<file path="src/include/pud_defs.svh">
`ifndef PUD_DEFS_SVH
`define PUD_DEFS_SVH
// Function
// - Hold device in reset after power-up until supply and clock are stable.
// - Power-up timer adds fixed delay only when its enable_n bit is 0.
// - Crystal modes count 1024 oscillator cycles before the clock is released.
// - Crystal-with-PLL mode adds 2 ms lock delay after the start-up count.
// - Controller-ready delay runs in parallel with the power-up timer and start-up count.
// - External, resistor-capacitor and internal oscillator modes skip the start-up count.
// - In Sleep, clock-output modes hold the oscillator output pin low.
// - Port variants hand the oscillator output pin to port A bit 6.
// - In Sleep, crystal modes disable the feedback inverter, pins quiescent.
// - Sleep stops every clock; primary idle keeps the primary oscillator running.

// Clock rate and delay times
`define PUD_CLK_HZ 40000000
`define PUD_PLL_LOCK_US 2000
`define PUD_PLL_LOCK_CYC ((`PUD_PLL_LOCK_US * (`PUD_CLK_HZ / 1000000)))
`define PUD_STARTUP_COUNT 1024
`define PUD_PWRUP_US_DEF 65600
`define PUD_READY_US_DEF 10
`define PUD_CNT_W 32
`define PUD_STARTUP_W 11
`define PUD_PORT_BIT 6
`endif

</file>
<file path="src/include/pud_pkg.sv">
package pud_pkg;
   // Primary oscillator configuration
   typedef enum logic [3:0] {
      PUD_XTAL_LOW = 4'h0, PUD_XTAL_STD = 4'h1, PUD_XTAL_FAST = 4'h2, PUD_XTAL_PLL = 4'h3,
      PUD_EXT = 4'h4, PUD_EXT_PORT = 4'h5, PUD_RESCAP_OSC = 4'h6, PUD_RESCAP_PORT = 4'h7,
      PUD_INT_CLKOUT = 4'h8, PUD_INT_PORT = 4'h9
   } pud_osc_mode_e;
   typedef enum logic [1:0] {
      PUD_ST_RESET = 2'b00, PUD_ST_WAIT = 2'b01, PUD_ST_RUN = 2'b10
   } pud_state_e;
   // Output pin drive group
   typedef struct packed {
      logic outVal;
      logic outEn;
      logic feedbackEn;
      logic portOwns;
   } pud_pin_s;
endpackage

</file>
<file path="src/hw/pud_delay_timer.sv">
`timescale 1ns/1ps
`include "pud_defs.svh"
// One-shot down counter; done stays high once the load count has passed
module pud_delay_timer
   import pud_pkg::*;
#(
   parameter int unsigned W = `PUD_CNT_W
)
(
   input wire logic clk,
   input wire logic resetn,
   input wire logic start,
   input wire logic tick,
   input wire logic [W-1:0] loadVal,
   output logic done
);
   logic [W-1:0] cnt_ff, nxt_cnt;
   logic run_ff, nxt_run, done_ff, nxt_done;

   // --------------------------------
   // Count logic
   // --------------------------------
   always_comb begin
      nxt_cnt = cnt_ff;
      nxt_run = run_ff;
      nxt_done = done_ff;
      if (start) begin
         nxt_cnt = loadVal;
         nxt_run = 1'b1;
         nxt_done = 1'b0;
      end else if (run_ff && tick) begin
         if (cnt_ff <= W'(1)) begin
            nxt_run = 1'b0;
            nxt_done = 1'b1;
         end else begin
            nxt_cnt = cnt_ff - W'(1);
         end
      end
   end

   always_ff @(posedge clk or negedge resetn) begin
      if (!resetn) begin
         cnt_ff <= '0;
         run_ff <= 1'b0;
         done_ff <= 1'b0;
      end else begin
         cnt_ff <= nxt_cnt;
         run_ff <= nxt_run;
         done_ff <= nxt_done;
      end
   end
   assign done = done_ff;
endmodule

</file>
<file path="src/hw/pud_sequencer.sv">
`timescale 1ns/1ps
`include "pud_defs.svh"
module pud_sequencer
   import pud_pkg::*;
#(
   parameter int unsigned PWRUP_CYC = `PUD_PWRUP_US_DEF * (`PUD_CLK_HZ / 1000000),
   parameter int unsigned READY_CYC = `PUD_READY_US_DEF * (`PUD_CLK_HZ / 1000000),
   parameter int unsigned PLL_CYC = `PUD_PLL_LOCK_CYC
)
(
   input wire logic clk,
   input wire logic resetn,
   input wire logic powerOnEvent,
   input wire logic oscClkRaw,
   input wire logic [3:0] oscMode,
   input wire logic powerUpTimerEnableN,
   input wire logic sleepReq,
   input wire logic primaryIdleMode,
   input wire logic portA6Out,
   input wire logic portA6OutEn,
   input wire logic fourthClk,
   output logic internalResetN,
   output logic cpuReady,
   output logic primaryOscRun,
   output logic oscOutVal,
   output logic oscOutEn,
   output logic feedbackEn,
   output logic oscOutIsPort
);
   // --------------------------------
   // Synchronisers
   // --------------------------------
   logic [2:0] porSync_ff, nxt_porSync;
   logic [2:0] oscSync_ff, nxt_oscSync;
   logic porStable_ff, nxt_porStable;
   logic oscStable_ff, nxt_oscStable;

   // Three stages; a change counts once the last two agree
   always_comb begin
      nxt_porSync = {porSync_ff[1:0], powerOnEvent};
      nxt_oscSync = {oscSync_ff[1:0], oscClkRaw};
      nxt_porStable = (porSync_ff[2] == porSync_ff[1]) ? porSync_ff[2] : porStable_ff;
      nxt_oscStable = (oscSync_ff[2] == oscSync_ff[1]) ? oscSync_ff[2] : oscStable_ff;
   end

   always_ff @(posedge clk or negedge resetn) begin
      if (!resetn) begin
         porSync_ff <= 3'h0;
         oscSync_ff <= 3'h0;
         porStable_ff <= 1'b0;
         oscStable_ff <= 1'b0;
      end else begin
         porSync_ff <= nxt_porSync;
         oscSync_ff <= nxt_oscSync;
         porStable_ff <= nxt_porStable;
         oscStable_ff <= nxt_oscStable;
      end
   end

   // --------------------------------
   // Mode decode
   // --------------------------------
   pud_osc_mode_e mode;
   logic isCrystal, isPll, isPortMode, isClkOut;
   assign mode = pud_osc_mode_e'(oscMode);
   // Unused codes fall through every group and leave the pin idle
   always_comb begin
      isCrystal = (mode == PUD_XTAL_LOW) || (mode == PUD_XTAL_STD) ||
                  (mode == PUD_XTAL_FAST) || (mode == PUD_XTAL_PLL);
      isPll = (mode == PUD_XTAL_PLL);
      isPortMode = (mode == PUD_EXT_PORT) || (mode == PUD_RESCAP_PORT) ||
                   (mode == PUD_INT_PORT);
      isClkOut = (mode == PUD_EXT) || (mode == PUD_RESCAP_OSC) ||
                 (mode == PUD_INT_CLKOUT);
   end

   // --------------------------------
   // Sequencer state
   // --------------------------------
   pud_state_e state_ff, nxt_state;
   logic [`PUD_STARTUP_W-1:0] startCnt_ff, nxt_startCnt;
   logic oscPrev_ff, nxt_oscPrev;
   logic startDone_ff, nxt_startDone;
   logic pwrUpEn_ff, nxt_pwrUpEn;
   logic startAll, pllStart, pwrUpDone, readyDone, pllDone, oscEdge;

   // Sequence starts once the synced supply flag has settled high
   assign startAll = (state_ff == PUD_ST_RESET) && porStable_ff;
   assign oscEdge = oscStable_ff && !oscPrev_ff;
   // PLL lock wait opens only as the start-up count ends
   assign pllStart = isPll && (state_ff == PUD_ST_WAIT) && !startDone_ff &&
                     (nxt_startDone);

   always_comb begin
      nxt_state = state_ff;
      nxt_startCnt = startCnt_ff;
      nxt_oscPrev = oscStable_ff;
      nxt_startDone = startDone_ff;
      nxt_pwrUpEn = pwrUpEn_ff;
      case (state_ff)
         PUD_ST_RESET: begin
            if (porStable_ff) begin
               nxt_state = PUD_ST_WAIT;
               nxt_startCnt = '0;
               nxt_pwrUpEn = !powerUpTimerEnableN;
               nxt_startDone = !isCrystal;
            end
         end
         PUD_ST_WAIT: begin
            // Raw clock must stay below a quarter of clk so each level is seen twice
            if (!startDone_ff && oscEdge) begin
               if (startCnt_ff == `PUD_STARTUP_W'(`PUD_STARTUP_COUNT - 1)) begin
                  nxt_startDone = 1'b1;
               end else begin
                  nxt_startCnt = startCnt_ff + `PUD_STARTUP_W'h1;
               end
            end
            // Power-up, ready and start-up waits run together, PLL lock after start-up; the longest decides
            if (startDone_ff && readyDone && (pwrUpDone || !pwrUpEn_ff) &&
                (pllDone || !isPll)) begin
               nxt_state = PUD_ST_RUN;
            end
         end
         PUD_ST_RUN: begin
            nxt_state = PUD_ST_RUN;
         end
         default: begin
            nxt_state = PUD_ST_RESET;
         end
      endcase
      // A fresh power-on event starts everything over
      if (!porStable_ff) begin
         nxt_state = PUD_ST_RESET;
      end
   end

   always_ff @(posedge clk or negedge resetn) begin
      if (!resetn) begin
         state_ff <= PUD_ST_RESET;
         startCnt_ff <= '0;
         oscPrev_ff <= 1'b0;
         startDone_ff <= 1'b0;
         pwrUpEn_ff <= 1'b0;
      end else begin
         state_ff <= nxt_state;
         startCnt_ff <= nxt_startCnt;
         oscPrev_ff <= nxt_oscPrev;
         startDone_ff <= nxt_startDone;
         pwrUpEn_ff <= nxt_pwrUpEn;
      end
   end

   // --------------------------------
   // Delay timers
   // --------------------------------
   // Fixed power-up wait; never loaded when its enable_n input is high
   pud_delay_timer uPwrUp (
      .clk(clk),
      .resetn(resetn),
      .start(startAll && !powerUpTimerEnableN),
      .tick(1'b1),
      .loadVal(`PUD_CNT_W'(PWRUP_CYC)),
      .done(pwrUpDone)
   );
   // Ready wait loads with the power-up wait and start-up count, so it overlaps rather than adds
   pud_delay_timer uReady (
      .clk(clk),
      .resetn(resetn),
      .start(startAll),
      .tick(1'b1),
      .loadVal(`PUD_CNT_W'(READY_CYC)),
      .done(readyDone)
   );
   // Lock wait follows the start-up count instead of overlapping it
   pud_delay_timer uPll (
      .clk(clk),
      .resetn(resetn),
      .start(pllStart),
      .tick(1'b1),
      .loadVal(`PUD_CNT_W'(PLL_CYC)),
      .done(pllDone)
   );

   // --------------------------------
   // Outputs
   // --------------------------------
   pud_pin_s pin_ff, nxt_pin;
   logic rstN_ff, nxt_rstN, oscRun_ff, nxt_oscRun;

   // Reset stays asserted until the run state; no external circuit needed
   always_comb begin
      nxt_rstN = (nxt_state == PUD_ST_RUN);
      // Sleep stops all clocks unless primary idle keeps the primary alive
      nxt_oscRun = !sleepReq || primaryIdleMode;
      nxt_pin = '{outVal: 1'b0, outEn: 1'b0, feedbackEn: 1'b0, portOwns: 1'b0};
      if (isPortMode) begin
         nxt_pin.portOwns = 1'b1;
         nxt_pin.outVal = portA6Out;
         nxt_pin.outEn = portA6OutEn;
      end else if (isClkOut) begin
         nxt_pin.outEn = 1'b1;
         nxt_pin.outVal = (sleepReq && !primaryIdleMode) ? 1'b0 : fourthClk;
      end else if (isCrystal) begin
         nxt_pin.feedbackEn = !(sleepReq && !primaryIdleMode);
      end
   end

   always_ff @(posedge clk or negedge resetn) begin
      if (!resetn) begin
         rstN_ff <= 1'b0;
         oscRun_ff <= 1'b0;
         pin_ff <= '0;
      end else begin
         rstN_ff <= nxt_rstN;
         oscRun_ff <= nxt_oscRun;
         pin_ff <= nxt_pin;
      end
   end

   assign internalResetN = rstN_ff;
   assign cpuReady = rstN_ff && readyDone;
   assign primaryOscRun = oscRun_ff;
   assign oscOutVal = pin_ff.outVal;
   assign oscOutEn = pin_ff.outEn;
   assign feedbackEn = pin_ff.feedbackEn;
   assign oscOutIsPort = pin_ff.portOwns;
endmodule

</file>
<file path="config.mk">
export PLATFORM = sky130hd
export DESIGN_NAME = pud_sequencer
export DESIGN_NICKNAME = d
export VERILOG_FILES = /design/src/include/pud_pkg.sv /design/src/hw/pud_delay_timer.sv /design/src/hw/pud_sequencer.sv
export VERILOG_INCLUDE_DIRS = /design/src /design/src/include
export SDC_FILE = /design/constraint.sdc
export NUM_CORES = 1
export LEC_CHECK = 0
export BUFFER_PORTS_ARGS = -buffer_cell sky130_fd_sc_hd__buf_2
export CORE_MARGIN = 5
export CORE_UTILIZATION = 50
export CTS_BUF_LIST = sky130_fd_sc_hd__clkbuf_4 sky130_fd_sc_hd__clkbuf_8
export DETAILED_ROUTE_END_ITERATION = 6
export PLACE_DENSITY_LB_ADDON = 0.1
export SYNTH_ARGS = -nofsm -noshare
export SYNTH_HDL_FRONTEND = slang
export SYNTH_SLANG_ARGS = --single-unit
</file>
<file path="constraint.sdc">
create_clock -name clk -period 3.1 [get_ports clk]
set_input_delay 0.93 -clock clk [delete_from_list [all_inputs] [get_ports clk]]
set_output_delay 0.93 -clock clk [all_outputs]
set_load 0.005 [all_outputs]
</file>
* After elaboration in Yosys (flattened, before gate mapping)
Index checks and enable logic that the tools add are counted.
Storage, ports and cells: register bits after elaboration 132, output and inout port bits 7, input port bits 14, word-level logic and storage cells 145
Operators by class: muxes and demuxes 45, order comparisons 3, eq/ne operators 21, $add $sub $neg 4, reductions and logical operators 48
Operator list (number):
- two-way mux 32 bit | 9
- <= comparator 32 x 1 -> 1 bit (second input constant) | 3
- subtractor 32 x 1 -> 32 bit (second input constant) | 3
- two-way mux 11 bit | 3
- two-way mux 1 bit | 26
- case mux 11 bit (2 select lines) | 1
- equality test 4 x 3 -> 1 bit (second input constant) | 4
- AND reduction 2 bit | 7
- nonzero test 2 bit | 7
- logical AND 1 bit | 12
- adder 11 x 1 -> 11 bit (second input constant) | 1
- equality test 11 x 10 -> 1 bit (second input constant) | 1
- logical OR 1 bit | 10
- zero test 1 bit | 9
- equality test 4 x 2 -> 1 bit (second input constant) | 2
- equality test 4 bit (second input constant) | 2
- two-way mux 2 bit | 4
- inequality test 2 bit (second input constant) | 4
- case mux 2 bit (3 select lines) | 1
- equality test 2 bit (second input constant) | 2
- equality test 4 x 1 -> 1 bit (second input constant) | 1
- zero test 4 bit | 1
- inequality test 2 x 1 -> 1 bit (second input constant) | 2
- AND reduction 4 bit | 1
- 4 further kinds | 5

* Depth between registers and ports, before layout
Gate-level depths: netlist of the first run.
word-level depth 10, gate-level depth with buffers 8, mapped depth without buffers 7

* Hierarchy
A second synthesis of the first run with hierarchy kept.
Unflattened totals: cell total of the unflattened synthesis 856, area, all modules 7766.2 um^2
By module, submodules not included:
- pud_delay_timer (uPll ...) | times used 2, sequential area each 850.8 um^2, cells each 243, area an instance 2133.3 um^2
- pud_delay_timer (uReady) | times used 1, sequential area each 850.8 um^2, cells each 248, area an instance 2200.9 um^2
- pud_sequencer | times used 1, sequential area each 750.7 um^2, cells each 122, area an instance 1298.7 um^2

* Worst setup path before layout of the first run
OpenSTA, ideal clock, no wires.
kind register -> register, start register uPwrUp.cnt_ff[0], end register uPwrUp.cnt_ff[26], data arrival time 2.317 ns, setup time 0.078 ns, required time 3.022 ns, path buffers 1, cell stages (with the launch flop) 9, path slack 0.705 ns, cell sequence dfrtp_1 -> inv_1 -> ha_1 -> or4b_2 -> nor3_2 -> o311ai_2 -> buf_2 -> or3_1 -> a21oi_1
On the way: word-level cells in the longest chain between the ends 4, elaborated cells on any way between the ends 7
RTL lines:
- start: declaration | line pud_delay_timer.sv:17 | logic [W-1:0] cnt_ff, nxt_cnt;
- start signal: assignment | line pud_delay_timer.sv:47 | cnt_ff <= nxt_cnt;
- subtractor 32 x 1 -> 32 bit | line pud_delay_timer.sv:36 | nxt_cnt = cnt_ff - W'(1);
- two-way mux 32 bit | line pud_delay_timer.sv:32 | if (cnt_ff <= W'(1)) begin
- two-way mux 32 bit | line pud_delay_timer.sv:31 | end else if (run_ff && tick) begin
- two-way mux 32 bit | line pud_delay_timer.sv:27 | if (start) begin
Parallel ways exist; a longest one is shown, timed or not. The select of a mux whose other input is x is not followed. A chain may end at the register's enable or synchronous reset.

* Worst setup path after layout of the first run
start register uPwrUp.cnt_ff[26], end register uPwrUp.cnt_ff[26]
The elaborated chain is that of the path after synthesis.

==> results of run 1 <==
flip-flops by register name, summed over array words and instances, names as in the netlist:
register	cells
uPll.cnt_ff	32
uPwrUp.cnt_ff	32
uReady.cnt_ff	32
startCnt_ff	11
oscSync_ff	3
porSync_ff	3
state_ff	2
feedbackEn	1
internalResetN	1
nxt_oscPrev	1
oscOutEn	1
oscOutIsPort	1
oscOutVal	1
oscPrev_ff	1
porStable_ff	1
primaryOscRun	1
pwrUpEn_ff	1
startDone_ff	1
uPll.done	1
uPll.run_ff	1
uPwrUp.done	1
uPwrUp.run_ff	1
uReady.done	1
uReady.run_ff	1
synthesized netlist by cell type, types with 14 or more instances:
cell	number	area [µm²]
sky130_fd_sc_hd__a21oi_1	55	275
sky130_fd_sc_hd__clkbuf_1	29	109
sky130_fd_sc_hd__dfrtp_1	132	3300
sky130_fd_sc_hd__inv_1	15	56.3
sky130_fd_sc_hd__nand2_1	40	150
sky130_fd_sc_hd__nand2b_1	14	87.6
sky130_fd_sc_hd__nand3_1	23	115
sky130_fd_sc_hd__nor2_1	71	267
sky130_fd_sc_hd__nor3_1	28	140
sky130_fd_sc_hd__nor4_1	26	163
sky130_fd_sc_hd__o21ai_0	38	190
sky130_fd_sc_hd__o31ai_1	16	120
sky130_fd_sc_hd__or3_1	57	357
sky130_fd_sc_hd__or4_1	26	195
sky130_fd_sc_hd__xnor2_1	18	158
area by class of cell:
| class | instances | area share, % |
|---|---|---|
| inverters | 15 | 0.731 |
| clock inverters | 15 | 1.87 |
| well taps | 180 | 2.92 |
| multi-input cells | 556 | 45.7 |
| flip-flops and latches | 132 | 42.9 |
| repair buffers | 34 | 2.91 |
| clock buffers | 17 | 3.04 |
critical path, stage by stage (launching register included):
cell,delay (ns)
sky130_fd_sc_hd__dfrtp_1,0.41
sky130_fd_sc_hd__or4_1,0.57
sky130_fd_sc_hd__or4_4,0.57
sky130_fd_sc_hd__o311ai_2,0.66
sky130_fd_sc_hd__o21ai_0,0.21
sky130_fd_sc_hd__a21oi_1,0.17
how the worst min path moves through the flow:
| stage | startpoint | end | slack (ns) | cells past startpoint |
|---|---|---|---|---|
| after detailed placement | oscSync_ff[0] | oscSync_ff[1] | 0.34 | 0 |
| final | porSync_ff[0] | porSync_ff[1] | 0.36 | 0 |
| after floorplan | oscSync_ff[0] | oscSync_ff[1] | 0.33 | 0 |
| after CTS | oscSync_ff[0] | oscSync_ff[1] | 0.36 | 0 |
| after global routing | porSync_ff[0] | porSync_ff[1] | 0.37 | 0 |
| after global placement | porSync_ff[0] | porSync_ff[1] | 0.33 | 0 |
cells by family after synthesis:
group                    count (synthesis)  share of synthesized area [%]
AND/OR/NAND/NOR                        353                           29.4
flip-flops                             132                           47.1
XOR/XNOR                                27                           3.37
multiplexers                             9                           1.29
buffers and inverters                   50                           2.78
adder cells (fa/ha/maj)                  9                           1.53
AO/OA/AOI/OAI                          158                           14.5
power by group:
| part | total [mW] | switching, mW | leakage, nW | internal, mW |
|---|---|---|---|---|
| logic | 0.923 | 0.548 | 1.20 | 0.375 |
| clock network | 1.40 | 0.747 | 0.197 | 0.652 |
| registers | 2.15 | 0.238 | 1.63 | 1.92 |
per-layer routing:
metal | global-route usage [%] | share of wire [%] | vias to the layer above
met4 | 5.74 | 0.72 | 0
met5 | 0 | 0 | -
met3 | 3.86 | 3.2 | 11
li1 | - | - | 2830
met1 | 26.8 | 47 | 2874
met2 | 32.9 | 49 | 95
stage by stage:
| stage | worst slack [ns] | hold WS (ns) | total power, mW | utilization (%) |
|---|---|---|---|---|
| floorplan | 0.705 | 0.331 | 2.83 | - |
| global placement | 0.518 | 0.333 | 3.05 | 53.0 |
| detailed placement | 0.455 | 0.340 | 3.10 | 53.0 |
| CTS | 0.424 | 0.359 | 4.53 | 55.7 |
| global route | 0.195 | 0.372 | 4.75 | 55.7 |
| finish | 0.423 | 0.356 | 4.48 | 55.7 |
==> metrics.sh, run 1 <==
CTS.REPAIR_TIMING.SETUP_BUFFER_COUNT=0
SYNTH-EDFF-COUNT=0
MOSTFREQUENTLAYOUTCELL='sky130_fd_sc_hd__dfrtp_1'
VIA_PER_INST=6.12
POWER.IR.VDD_WORST_mV=0.333
YOSYSWARNINGS=0
CP.ARRIVAL_NS=3.04
CP_CAPTURE_TYPE='register'
GRT.TOTAL_USAGE_PCT=19.9
POST_CTS_HOLD_BUFFER_COUNT=0
STATUS='finished clean'
SYNTH_CELL_TYPE_COUNT=60
CLK_PIN_SLEW_NS=0.08
RSZ0062_AT_GRT='no'
PLACEABLECOREAREA_UM2=13800
REMAINING_DRC_ERRORS=0
CLK_ROOT_BUFFER_CELL='sky130_fd_sc_hd__clkbuf_8'
ANTENNA_CELLS=0
POST_SYN_NETS=759
TIMING.REG2REG.WORST_PATH_DEPTH=5
SYNTHESIS.AREA_UM2=7010
SYNTHESIS.AREA_PER_INSTANCE_UM2=9.50
TOTAL_NEGATIVE_SLACK_NS=0
MAXIMUM_NUMBER_OF_PINS_ON_ONE_NET_BEFORE_GLOBAL_ROUTE_REPAIR=62
FLOORPLAN.DIE_AREA_UM2=16500
WL_PER_CELL_UM=16.1
CRIT_FANOUT=12
RELSLEWSLACK_PCT=35.0
ANTENNA_LEFT=0
LAYOUT.NETS=777
CRIT_END='uPwrUp.cnt_ff[26]'
FINAL_LAYOUT_SIZE_SUFFIX_GT1_SHARE_PCT=12.7
CP_DATA_REQUIRED_TIME_NS=3.47
WORSTSKEWPAIRLATENCY_NS=0.45
P_LEAK_nW=3.02
VIAS=5810
FINALNONFILLERCELLS=949
WORST_HOLD_PATH_TYPE='reg -> reg'
DETAILED_PLACE_HPWL_UM=10400
FINISH.INSTANCE_AREA_UM2=7710
MAX_CAP_VIOLATIONS=0
MULTIINPUTGATEAREA_UM2=3520
SYN-INSTANCE-COUNT=738
R2R_SLACK_NS=0.42
SLEW_VIOLATIONS=0
MAX-CLOCK-PATH-BUFFERS=2
SETUP-VIOLATIONS-FINAL=0
GRT_PASS1_WL_UM=27100
FLOORPLAN.IO_PINS=21
FLOORPLAN.ROWS=43
TOTALWIRELENGTH_UM=15300
TRITONCTS_SINK_COUNT=132
WORSTSETUPPATHTYPE='reg -> reg'
MIN_PERIOD_OVER_PERIOD_PCT=86.3
ANTENNA_VIOLATIONS_BEFORE_REPAIR=0
WORSTREG2REGSTART='uPwrUp.cnt_ff[26]'
HTREEDEPTH=4
DRT-INITIAL-DRC-COUNT=340
CRIT-REG2REG-CAPTURE='uPwrUp.cnt_ff[26]'
DIE-HEIGHT_UM=128
TRITONCTS.NUM_BUFFERS=17
POSTSYNTHREGISTERBITS=132
DOMINANTREGCELLSYNTH='sky130_fd_sc_hd__dfrtp_1'
FIRSTDRTPASSITERS=5
GLOBALROUTE.TOTALOVERFLOW=0
TIGHTESTPINTRANSITION_NS=0.967
DIE_WIDTH_UM=128
MAX_FREQ_MHz=374
SETUP.WORST_PATH.START_CLASS='register'
FINAL-HOLD-VIOLATION-COUNT=0
REGISTER_AREA_UM2=3300
FIN_WORST_SKEW_NS=0.0148
FINAL_PERIOD_MINUS_WORST_SETUP_SLACK_NS=2.68
GLOBALPLACE.CONGESTION=0.780
FLOW.AREA_GROWTH_FROM_SYNTHESIS_PCT=9.92
POWER.DENSITY_nW_PER_UM2=581
INITIAL_CORE_UTIL_PCT=50.7
N_FILL_CELL=1234
MOST-COMMON-LAYOUT-CELLS='sky130_fd_sc_hd__dfrtp_1 (132), sky130_fd_sc_hd__nor2_1 (70), sky130_fd_sc_hd__or3_1 (57), sky130_fd_sc_hd__a21oi_1 (55), sky130_fd_sc_hd__nand2_1 (40)'
COUNT_OF_PORT_BUFFERS_ADDED_DURING_PLACEMENT=20
TRITONCTS='done'
GRT_PASS1_VIAS=5762
CTSRESIZECOUNT=0
SYNTHARSTFLOPSHARE_PCT=100
DPL.CELL_COUNT=917
CRITICAL_PATH_START='uPwrUp.cnt_ff[26]'
DPL_CELL_AREA_UM2=7330
SHARE_OF_SYNTHESIZED_AREA_OCCUPIED_BY_FLIP_FLOPS_AND_LATCHES_PCT=47.1
No activity file was read; power rests on OpenSTA's default activity.
==> inputs of run 2 (changes only) <==
--- a/config.mk
+++ b/config.mk
@@ -6,7 +6,7 @@
 export SDC_FILE = /design/constraint.sdc
 export NUM_CORES = 1
 export LEC_CHECK = 0
-export BUFFER_PORTS_ARGS = -buffer_cell sky130_fd_sc_hd__buf_2
+export BUFFER_PORTS_ARGS = -buffer_cell sky130_fd_sc_hd__clkbuf_2
 export CORE_MARGIN = 5
 export CORE_UTILIZATION = 50
 export CTS_BUF_LIST = sky130_fd_sc_hd__clkbuf_4 sky130_fd_sc_hd__clkbuf_8
==> run 2 against run 1 <==
  * Non-clock buffer count is 3 higher
  * Final area rose by 0.18%
  * Sequential share of layout area shrank 0.076 points
  * Combinational power about the same
  * Wire length grew 1.1%
  * Sequential power about the same
  * Die area unchanged
  * Register-to-register slack got worse by 0.11 ns
  * Maximum frequency decreased by 4.0%
  * Power about the same
  * Critical endpoint is now uPwrUp.cnt_ff[22]
==> metrics.sh, run 2 (synthesis results as in run 1) <==
TRITONCTS='done'
CRIT_PATH_MAX_INCR_DELAY_NS=0.65
R2R_SLACK_NS=0.31
MOST-COMMON-LAYOUT-CELLS='sky130_fd_sc_hd__dfrtp_1 (132), sky130_fd_sc_hd__nor2_1 (70), sky130_fd_sc_hd__or3_1 (57), sky130_fd_sc_hd__a21oi_1 (55), sky130_fd_sc_hd__nand2_1 (40)'
CTSRESIZECOUNT=0
GLOBALPLACE.CONGESTION=0.869
MAX-CLOCK-PATH-BUFFERS=2
CRITICAL-PATH-TOP-DELAY-FAMILY='simple AND/OR/NAND/NOR gates'
CP_CAPTURE_TYPE='register'
DPL_CELL_AREA_UM2=7350
CRIT_CELLS=7
FINISH.INSTANCE_AREA_UM2=7720
WORSTSETUPPATHTYPE='reg -> reg'
CTS.REPAIR_TIMING.SETUP_BUFFER_COUNT=0
CRIT_PATH_TOP_DELAY_CELL='sky130_fd_sc_hd__or4b_2'
REMAINING_DRC_ERRORS=0
CRITICAL_PATH_START='uPwrUp.cnt_ff[0]'
INITIAL_CORE_UTIL_PCT=50.7
CP_CELL_SEQUENCE='inv_1, ha_1, or4b_2, nor3_2, o311ai_2, or3_1, a21oi_1'
CRIT_FANOUT=12
ANTENNA_VIOLATIONS_BEFORE_REPAIR=0
MULTIINPUTGATEAREA_UM2=3520
HOLD_START='oscSync_ff[0]'
FIN_WORST_SKEW_NS=0.0129
P_LEAK_nW=3.01
N_FILL_CELL=1211
CRITPATHBUFINV=1
FINAL-HOLD-VIOLATION-COUNT=0
TRITONCTS_SINK_COUNT=132
LAYOUT_TOP_REGISTERS='uPll.cnt_ff x32, uPwrUp.cnt_ff x32, uReady.cnt_ff x32'
WORSTREG2REGSTART='uPwrUp.cnt_ff[0]'
TOTALWIRELENGTH_UM=15500
REGISTER_AREA_UM2=3300
FIRSTDRTPASSITERS=5
FINAL_LAYOUT_SIZE_SUFFIX_GT1_SHARE_PCT=12.7
RELSLEWSLACK_PCT=51.4
POWER.DENSITY_nW_PER_UM2=579
FINAL_CRITICAL_PATH_SETUP_SLACK_NS=0.313
POST_CTS_HOLD_BUFFER_COUNT=0
GRT.TOTAL_USAGE_PCT=19.9
CLK_PIN_SLEW_NS=0.07
MAX_FREQ_MHz=359
DETAILED_PLACE_HPWL_UM=10700
FLOW.AREA_GROWTH_FROM_SYNTHESIS_PCT=10.1
POWER.IR.VDD_WORST_mV=0.312
FLOORPLAN.IO_PINS=21
GRT_PASS1_VIAS=5729
MAXIMUM_NUMBER_OF_PINS_ON_ONE_NET_BEFORE_GLOBAL_ROUTE_REPAIR=67
HTREEDEPTH=4
SETUP-VIOLATIONS-FINAL=0
FLOORPLAN.DIE_AREA_UM2=16500
CLK_ROOT_BUFFER_CELL='sky130_fd_sc_hd__clkbuf_8'
DIE-HEIGHT_UM=128
LAYOUT.NETS=780
PLACEABLECOREAREA_UM2=13800
STATUS='finished clean'
TIMING.REG2REG.WORST_PATH_DEPTH=7
WORSTSKEWPAIRLATENCY_NS=0.45
CRIT-REG2REG-CAPTURE='uPwrUp.cnt_ff[22]'
SETUP.WORST_PATH.START_CLASS='register'
GRT_PASS1_WL_UM=26800
WORST_HOLD_PATH_TYPE='reg -> reg'
FLOORPLAN.ROWS=43
TIMING.HOLD.WORST_PATH_DEPTH=0
CP_DATA_REQUIRED_TIME_NS=3.46
ANTENNA_LEFT=0
TRITONCTS.NUM_BUFFERS=17
VIA_PER_INST=6.14
WL_PER_CELL_UM=16.3
ANTENNA_CELLS=0
CP.ARRIVAL_NS=3.15
MOSTFREQUENTLAYOUTCELL='sky130_fd_sc_hd__dfrtp_1'
TIGHTESTPINTRANSITION_NS=0.728
DIE_WIDTH_UM=128
TOTAL_NEGATIVE_SLACK_NS=0
POST_PLACE_SETUP_SLACK_NS=0.317
DRT-INITIAL-DRC-COUNT=484
VIAS=5824
MIN_PERIOD_OVER_PERIOD_PCT=89.9
RSZ0062_AT_GRT='no'
SLEW_VIOLATIONS=0
HOLD_END='oscSync_ff[1]'
FINALCOREUTILIZATION_PCT=55.8
COUNT_OF_PORT_BUFFERS_ADDED_DURING_PLACEMENT=20
MAX_CAP_VIOLATIONS=0
GLOBALROUTE.TOTALOVERFLOW=0
FINAL_PERIOD_MINUS_WORST_SETUP_SLACK_NS=2.79
run 2: per-layer routing:
| metal | GRT usage (%) | part of all wire (%) |
|---|---|---|
| met5 | 0 | 0 |
| met4 | 7.05 | 1.7 |
| met2 | 32.0 | 47 |
| met3 | 4.77 | 4.0 |
| met1 | 26.3 | 47 |
run 2: how the worst max path moves through the flow:
stage / end
2_1_floorplan: uPwrUp.cnt_ff[26]
3_3_place_gp: uPwrUp.cnt_ff[20]
3_5_place_dp: uPwrUp.cnt_ff[22]
4_1_cts: uPwrUp.cnt_ff[22]
5_1_grt: uPwrUp.cnt_ff[22]
6_report: uPwrUp.cnt_ff[22]
run 2: layout make-up:
class | instances | area share [%]
clock buffers | 17 | 3.03
clock inverters | 12 | 1.75
inverters | 15 | 0.729
multi-input cells | 556 | 45.6
flip-flops and latches | 132 | 42.8
well taps | 180 | 2.92
repair buffers | 37 | 3.19
run 2: metrics by stage:
step                cells  power [mW]  hold WS, ns
floorplan             738        2.83        0.331
global placement      920        3.06        0.336
detailed placement    920        3.10        0.338
CTS                   949        4.51        0.355
global route          949        4.75        0.359
finish                949        4.47        0.353
run 2: report_power, final:
| part | switching [mW] | internal, mW | total [mW] |
|---|---|---|---|
| registers | 0.234 | 1.92 | 2.15 |
| logic | 0.545 | 0.378 | 0.923 |
| clock network | 0.696 | 0.703 | 1.40 |
==> inputs of run 3 (changes only) <==
--- a/config.mk
+++ b/config.mk
@@ -7,6 +7,8 @@
 export NUM_CORES = 1
 export LEC_CHECK = 0
 export BUFFER_PORTS_ARGS = -buffer_cell sky130_fd_sc_hd__clkbuf_2
+export CELL_PAD_IN_SITES_DETAIL_PLACEMENT = 1
+export CELL_PAD_IN_SITES_GLOBAL_PLACEMENT = 1
 export CORE_MARGIN = 5
 export CORE_UTILIZATION = 50
 export CTS_BUF_LIST = sky130_fd_sc_hd__clkbuf_4 sky130_fd_sc_hd__clkbuf_8
==> run 3 against run 2 <==
  * Sequential power about the same
  * Critical path depth did not move
  * Combinational power grew 5.2%
  * Setup slack improved by 0.060 ns
  * Core utilization is essentially flat
  * Hold slack worse by 0.00067 ns
  * Sequential share of layout area is essentially flat
  * Critical path type unchanged
  * Critical endpoint is now uPll.cnt_ff[27]
  * Largest power group unchanged
==> metrics.sh, run 3 (synthesis results as in run 1) <==
CRIT_FANOUT=11
MOSTFREQUENTLAYOUTCELL='sky130_fd_sc_hd__dfrtp_1'
CP_DATA_REQUIRED_TIME_NS=3.48
CRITPATHBUFINV=1
MAX_FREQ_MHz=367
GRT_PASS1_WL_UM=31300
WORSTSKEWPAIRLATENCY_NS=0.47
MAX-CLOCK-PATH-BUFFERS=2
LAYOUT.NETS=779
FIRSTDRTPASSITERS=5
LAYOUT_TOP_REGISTERS='uPll.cnt_ff x32, uPwrUp.cnt_ff x32, uReady.cnt_ff x32'
FLOORPLAN.ROWS=43
CP.ARRIVAL_NS=3.11
P_LEAK_nW=3.01
FINAL_LAYOUT_SIZE_SUFFIX_GT1_SHARE_PCT=12.9
TIGHTESTPINTRANSITION_NS=0.712
DETAILED_PLACE_HPWL_UM=12500
WL_PER_CELL_UM=19.1
MAX_CAP_VIOLATIONS=0
RSZ0062_AT_GRT='no'
RELSLEWSLACK_PCT=52.5
CRITICAL-PATH-TOP-DELAY-FAMILY='simple AND/OR/NAND/NOR gates'
GLOBALPLACE.CONGESTION=0.839
REGISTER_AREA_UM2=3300
POWER.DENSITY_nW_PER_UM2=587
REMAINING_DRC_ERRORS=0
ANTENNA_CELLS=0
TRITONCTS_SINK_COUNT=132
GRT.TOTAL_USAGE_PCT=23.4
WORST_HOLD_PATH_TYPE='reg -> reg'
FLOORPLAN.DIE_AREA_UM2=16500
FIN_WORST_SKEW_NS=0.0166
CP_CAPTURE_TYPE='register'
CLK_PIN_SLEW_NS=0.08
INITIAL_CORE_UTIL_PCT=50.7
MOST-COMMON-LAYOUT-CELLS='sky130_fd_sc_hd__dfrtp_1 (132), sky130_fd_sc_hd__nor2_1 (70), sky130_fd_sc_hd__or3_1 (57), sky130_fd_sc_hd__a21oi_1 (55), sky130_fd_sc_hd__nand2_1 (40)'
DIE-HEIGHT_UM=128
GLOBALROUTE.TOTALOVERFLOW=0
WORST_HOLD_SLACK_NS=0.352
POST_CTS_HOLD_BUFFER_COUNT=0
SETUP.WORST_PATH.START_CLASS='register'
INTERNAL_POWER_mW=2.95
MULTIINPUTGATEAREA_UM2=3520
PATH_COMMON_CELL='sky130_fd_sc_hd__or4_1'
DIE_WIDTH_UM=128
CTS.REPAIR_TIMING.SETUP_BUFFER_COUNT=0
CRIT_PATH_MAX_INCR_DELAY_NS=0.67
ANTENNA_VIOLATIONS_BEFORE_REPAIR=0
TRITONCTS.NUM_BUFFERS=17
POWER.IR.VDD_WORST_mV=0.253
CLK_ROOT_BUFFER_CELL='sky130_fd_sc_hd__clkbuf_8'
TRITONCTS='done'
TOTAL_NEGATIVE_SLACK_NS=0
FINAL_PERIOD_MINUS_WORST_SETUP_SLACK_NS=2.73
DRT-INITIAL-DRC-COUNT=234
FINAL-HOLD-VIOLATION-COUNT=0
STATUS='finished clean'
CP_CELL_SEQUENCE='inv_1, ha_1, or2_2, and4b_1, or4_1, or4_1, a21oi_1'
CRIT_PATH_TOP_DELAY_CELL='sky130_fd_sc_hd__or4_1'
N_FILL_CELL=1565
VIAS=5939
VIA_PER_INST=6.25
SETUP-VIOLATIONS-FINAL=0
POWER.SHARE.COMBINATIONAL_PCT=21.5
SWITCHING_SHARE_PCT=34.8
CTSRESIZECOUNT=0
WORSTSETUPPATHTYPE='reg -> reg'
MAXIMUM_NUMBER_OF_PINS_ON_ONE_NET_BEFORE_GLOBAL_ROUTE_REPAIR=57
GRT_PASS1_VIAS=6394
MIN_PERIOD_OVER_PERIOD_PCT=88.0
FLOORPLAN.IO_PINS=21
PLACEABLECOREAREA_UM2=13800
POWER.NET_SWITCHING_mW=1.58
ANTENNA_LEFT=0
FLOW.AREA_GROWTH_FROM_SYNTHESIS_PCT=10.0
HTREEDEPTH=4
TOTALWIRELENGTH_UM=18100
COUNT_OF_PORT_BUFFERS_ADDED_DURING_PLACEMENT=20
SLEW_VIOLATIONS=0
SHARE_CLK_OF_TOTAL_POWER_PCT=30.6
POWER_FRAC_SEQ_PCT=47.9
## run 3: cell count changes in the layout (fill, tap and decap cells not counted), sizes merged
cell,before,now
buf,18,17
clkbuf,36,37
inv,17,18
clkinv,4,5
bufinv,2,1
## run 3: power by group through the flow
| stage | logic (mW) | clock network (mW) | registers (mW) |
|---|---|---|---|
| after floorplan | 0.718 | 0 | 2.11 |
| after global placement | 0.903 | 0 | 2.17 |
| after detailed placement | 0.971 | 0 | 2.19 |
| after CTS | 0.978 | 1.42 | 2.16 |
| after global routing | 1.09 | 1.50 | 2.20 |
| final | 0.971 | 1.39 | 2.17 |
## run 3: final cells by class
type	count	area share, %
Multi-Input combinational cell	556	45.6
Inverter	15	0.730
Clock inverter	13	1.67
Tap cell	180	2.92
Sequential cell	132	42.8
Timing Repair Buffer	36	3.10
Clock buffer	18	3.13
## run 3: worst paths after layout
path | startpoint | end | slack, ns | depth (start not counted)
worst min register to register | porSync_ff[0] | porSync_ff[1] | 0.35 | 0
worst max register to register | uPll.cnt_ff[0] | uPll.cnt_ff[27] | 0.37 | 7
worst min-delay path | porSync_ff[0] | porSync_ff[1] | 0.35 | 0
max in group asynchronous | resetn | uPll.cnt_ff[26] | 1.96 | 2
min in group asynchronous | resetn | uPwrUp.cnt_ff[5] | 0.43 | 1
worst max-delay path | uPll.cnt_ff[0] | uPll.cnt_ff[27] | 0.37 | 7
## run 3: layer usage
metal / share of wire (%) / global-route usage [%] / up-vias / wire (µm)
met5: 0 / 0 / - / 0
met4: 1.1 / 7.12 / 0 / 206
met3: 2.9 / 4.65 / 18 / 517
met2: 51 / 40.4 / 78 / 9310
met1: 45 / 29.7 / 3041 / 8090
li1: - / - / 2802 / -
## run 3: metrics by stage
stage | setup WS, ns | instances | power (mW) | area (µm²) | utilization, %
6_report | 0.373 | 950 | 4.53 | 7710 | 55.8
5_1_grt | 0.188 | 950 | 4.79 | 7710 | 55.8
4_1_cts | 0.362 | 950 | 4.56 | 7710 | 55.8
3_5_place_dp | 0.394 | 919 | 3.16 | 7340 | 53.1
3_3_place_gp | 0.521 | 919 | 3.07 | 7340 | 53.1
2_1_floorplan | 0.705 | 738 | 2.83 | 7010 | -
## run 3: worst register-to-register path: stages, from the launching register on
cell and delay (ns):
sky130_fd_sc_hd__dfrtp_1 0.41, sky130_fd_sc_hd__inv_1 0.10, sky130_fd_sc_hd__ha_1 0.23, sky130_fd_sc_hd__or2_2 0.31, sky130_fd_sc_hd__and4b_1 0.32, sky130_fd_sc_hd__or4_1 0.67, sky130_fd_sc_hd__or4_1 0.45, sky130_fd_sc_hd__a21oi_1 0.17
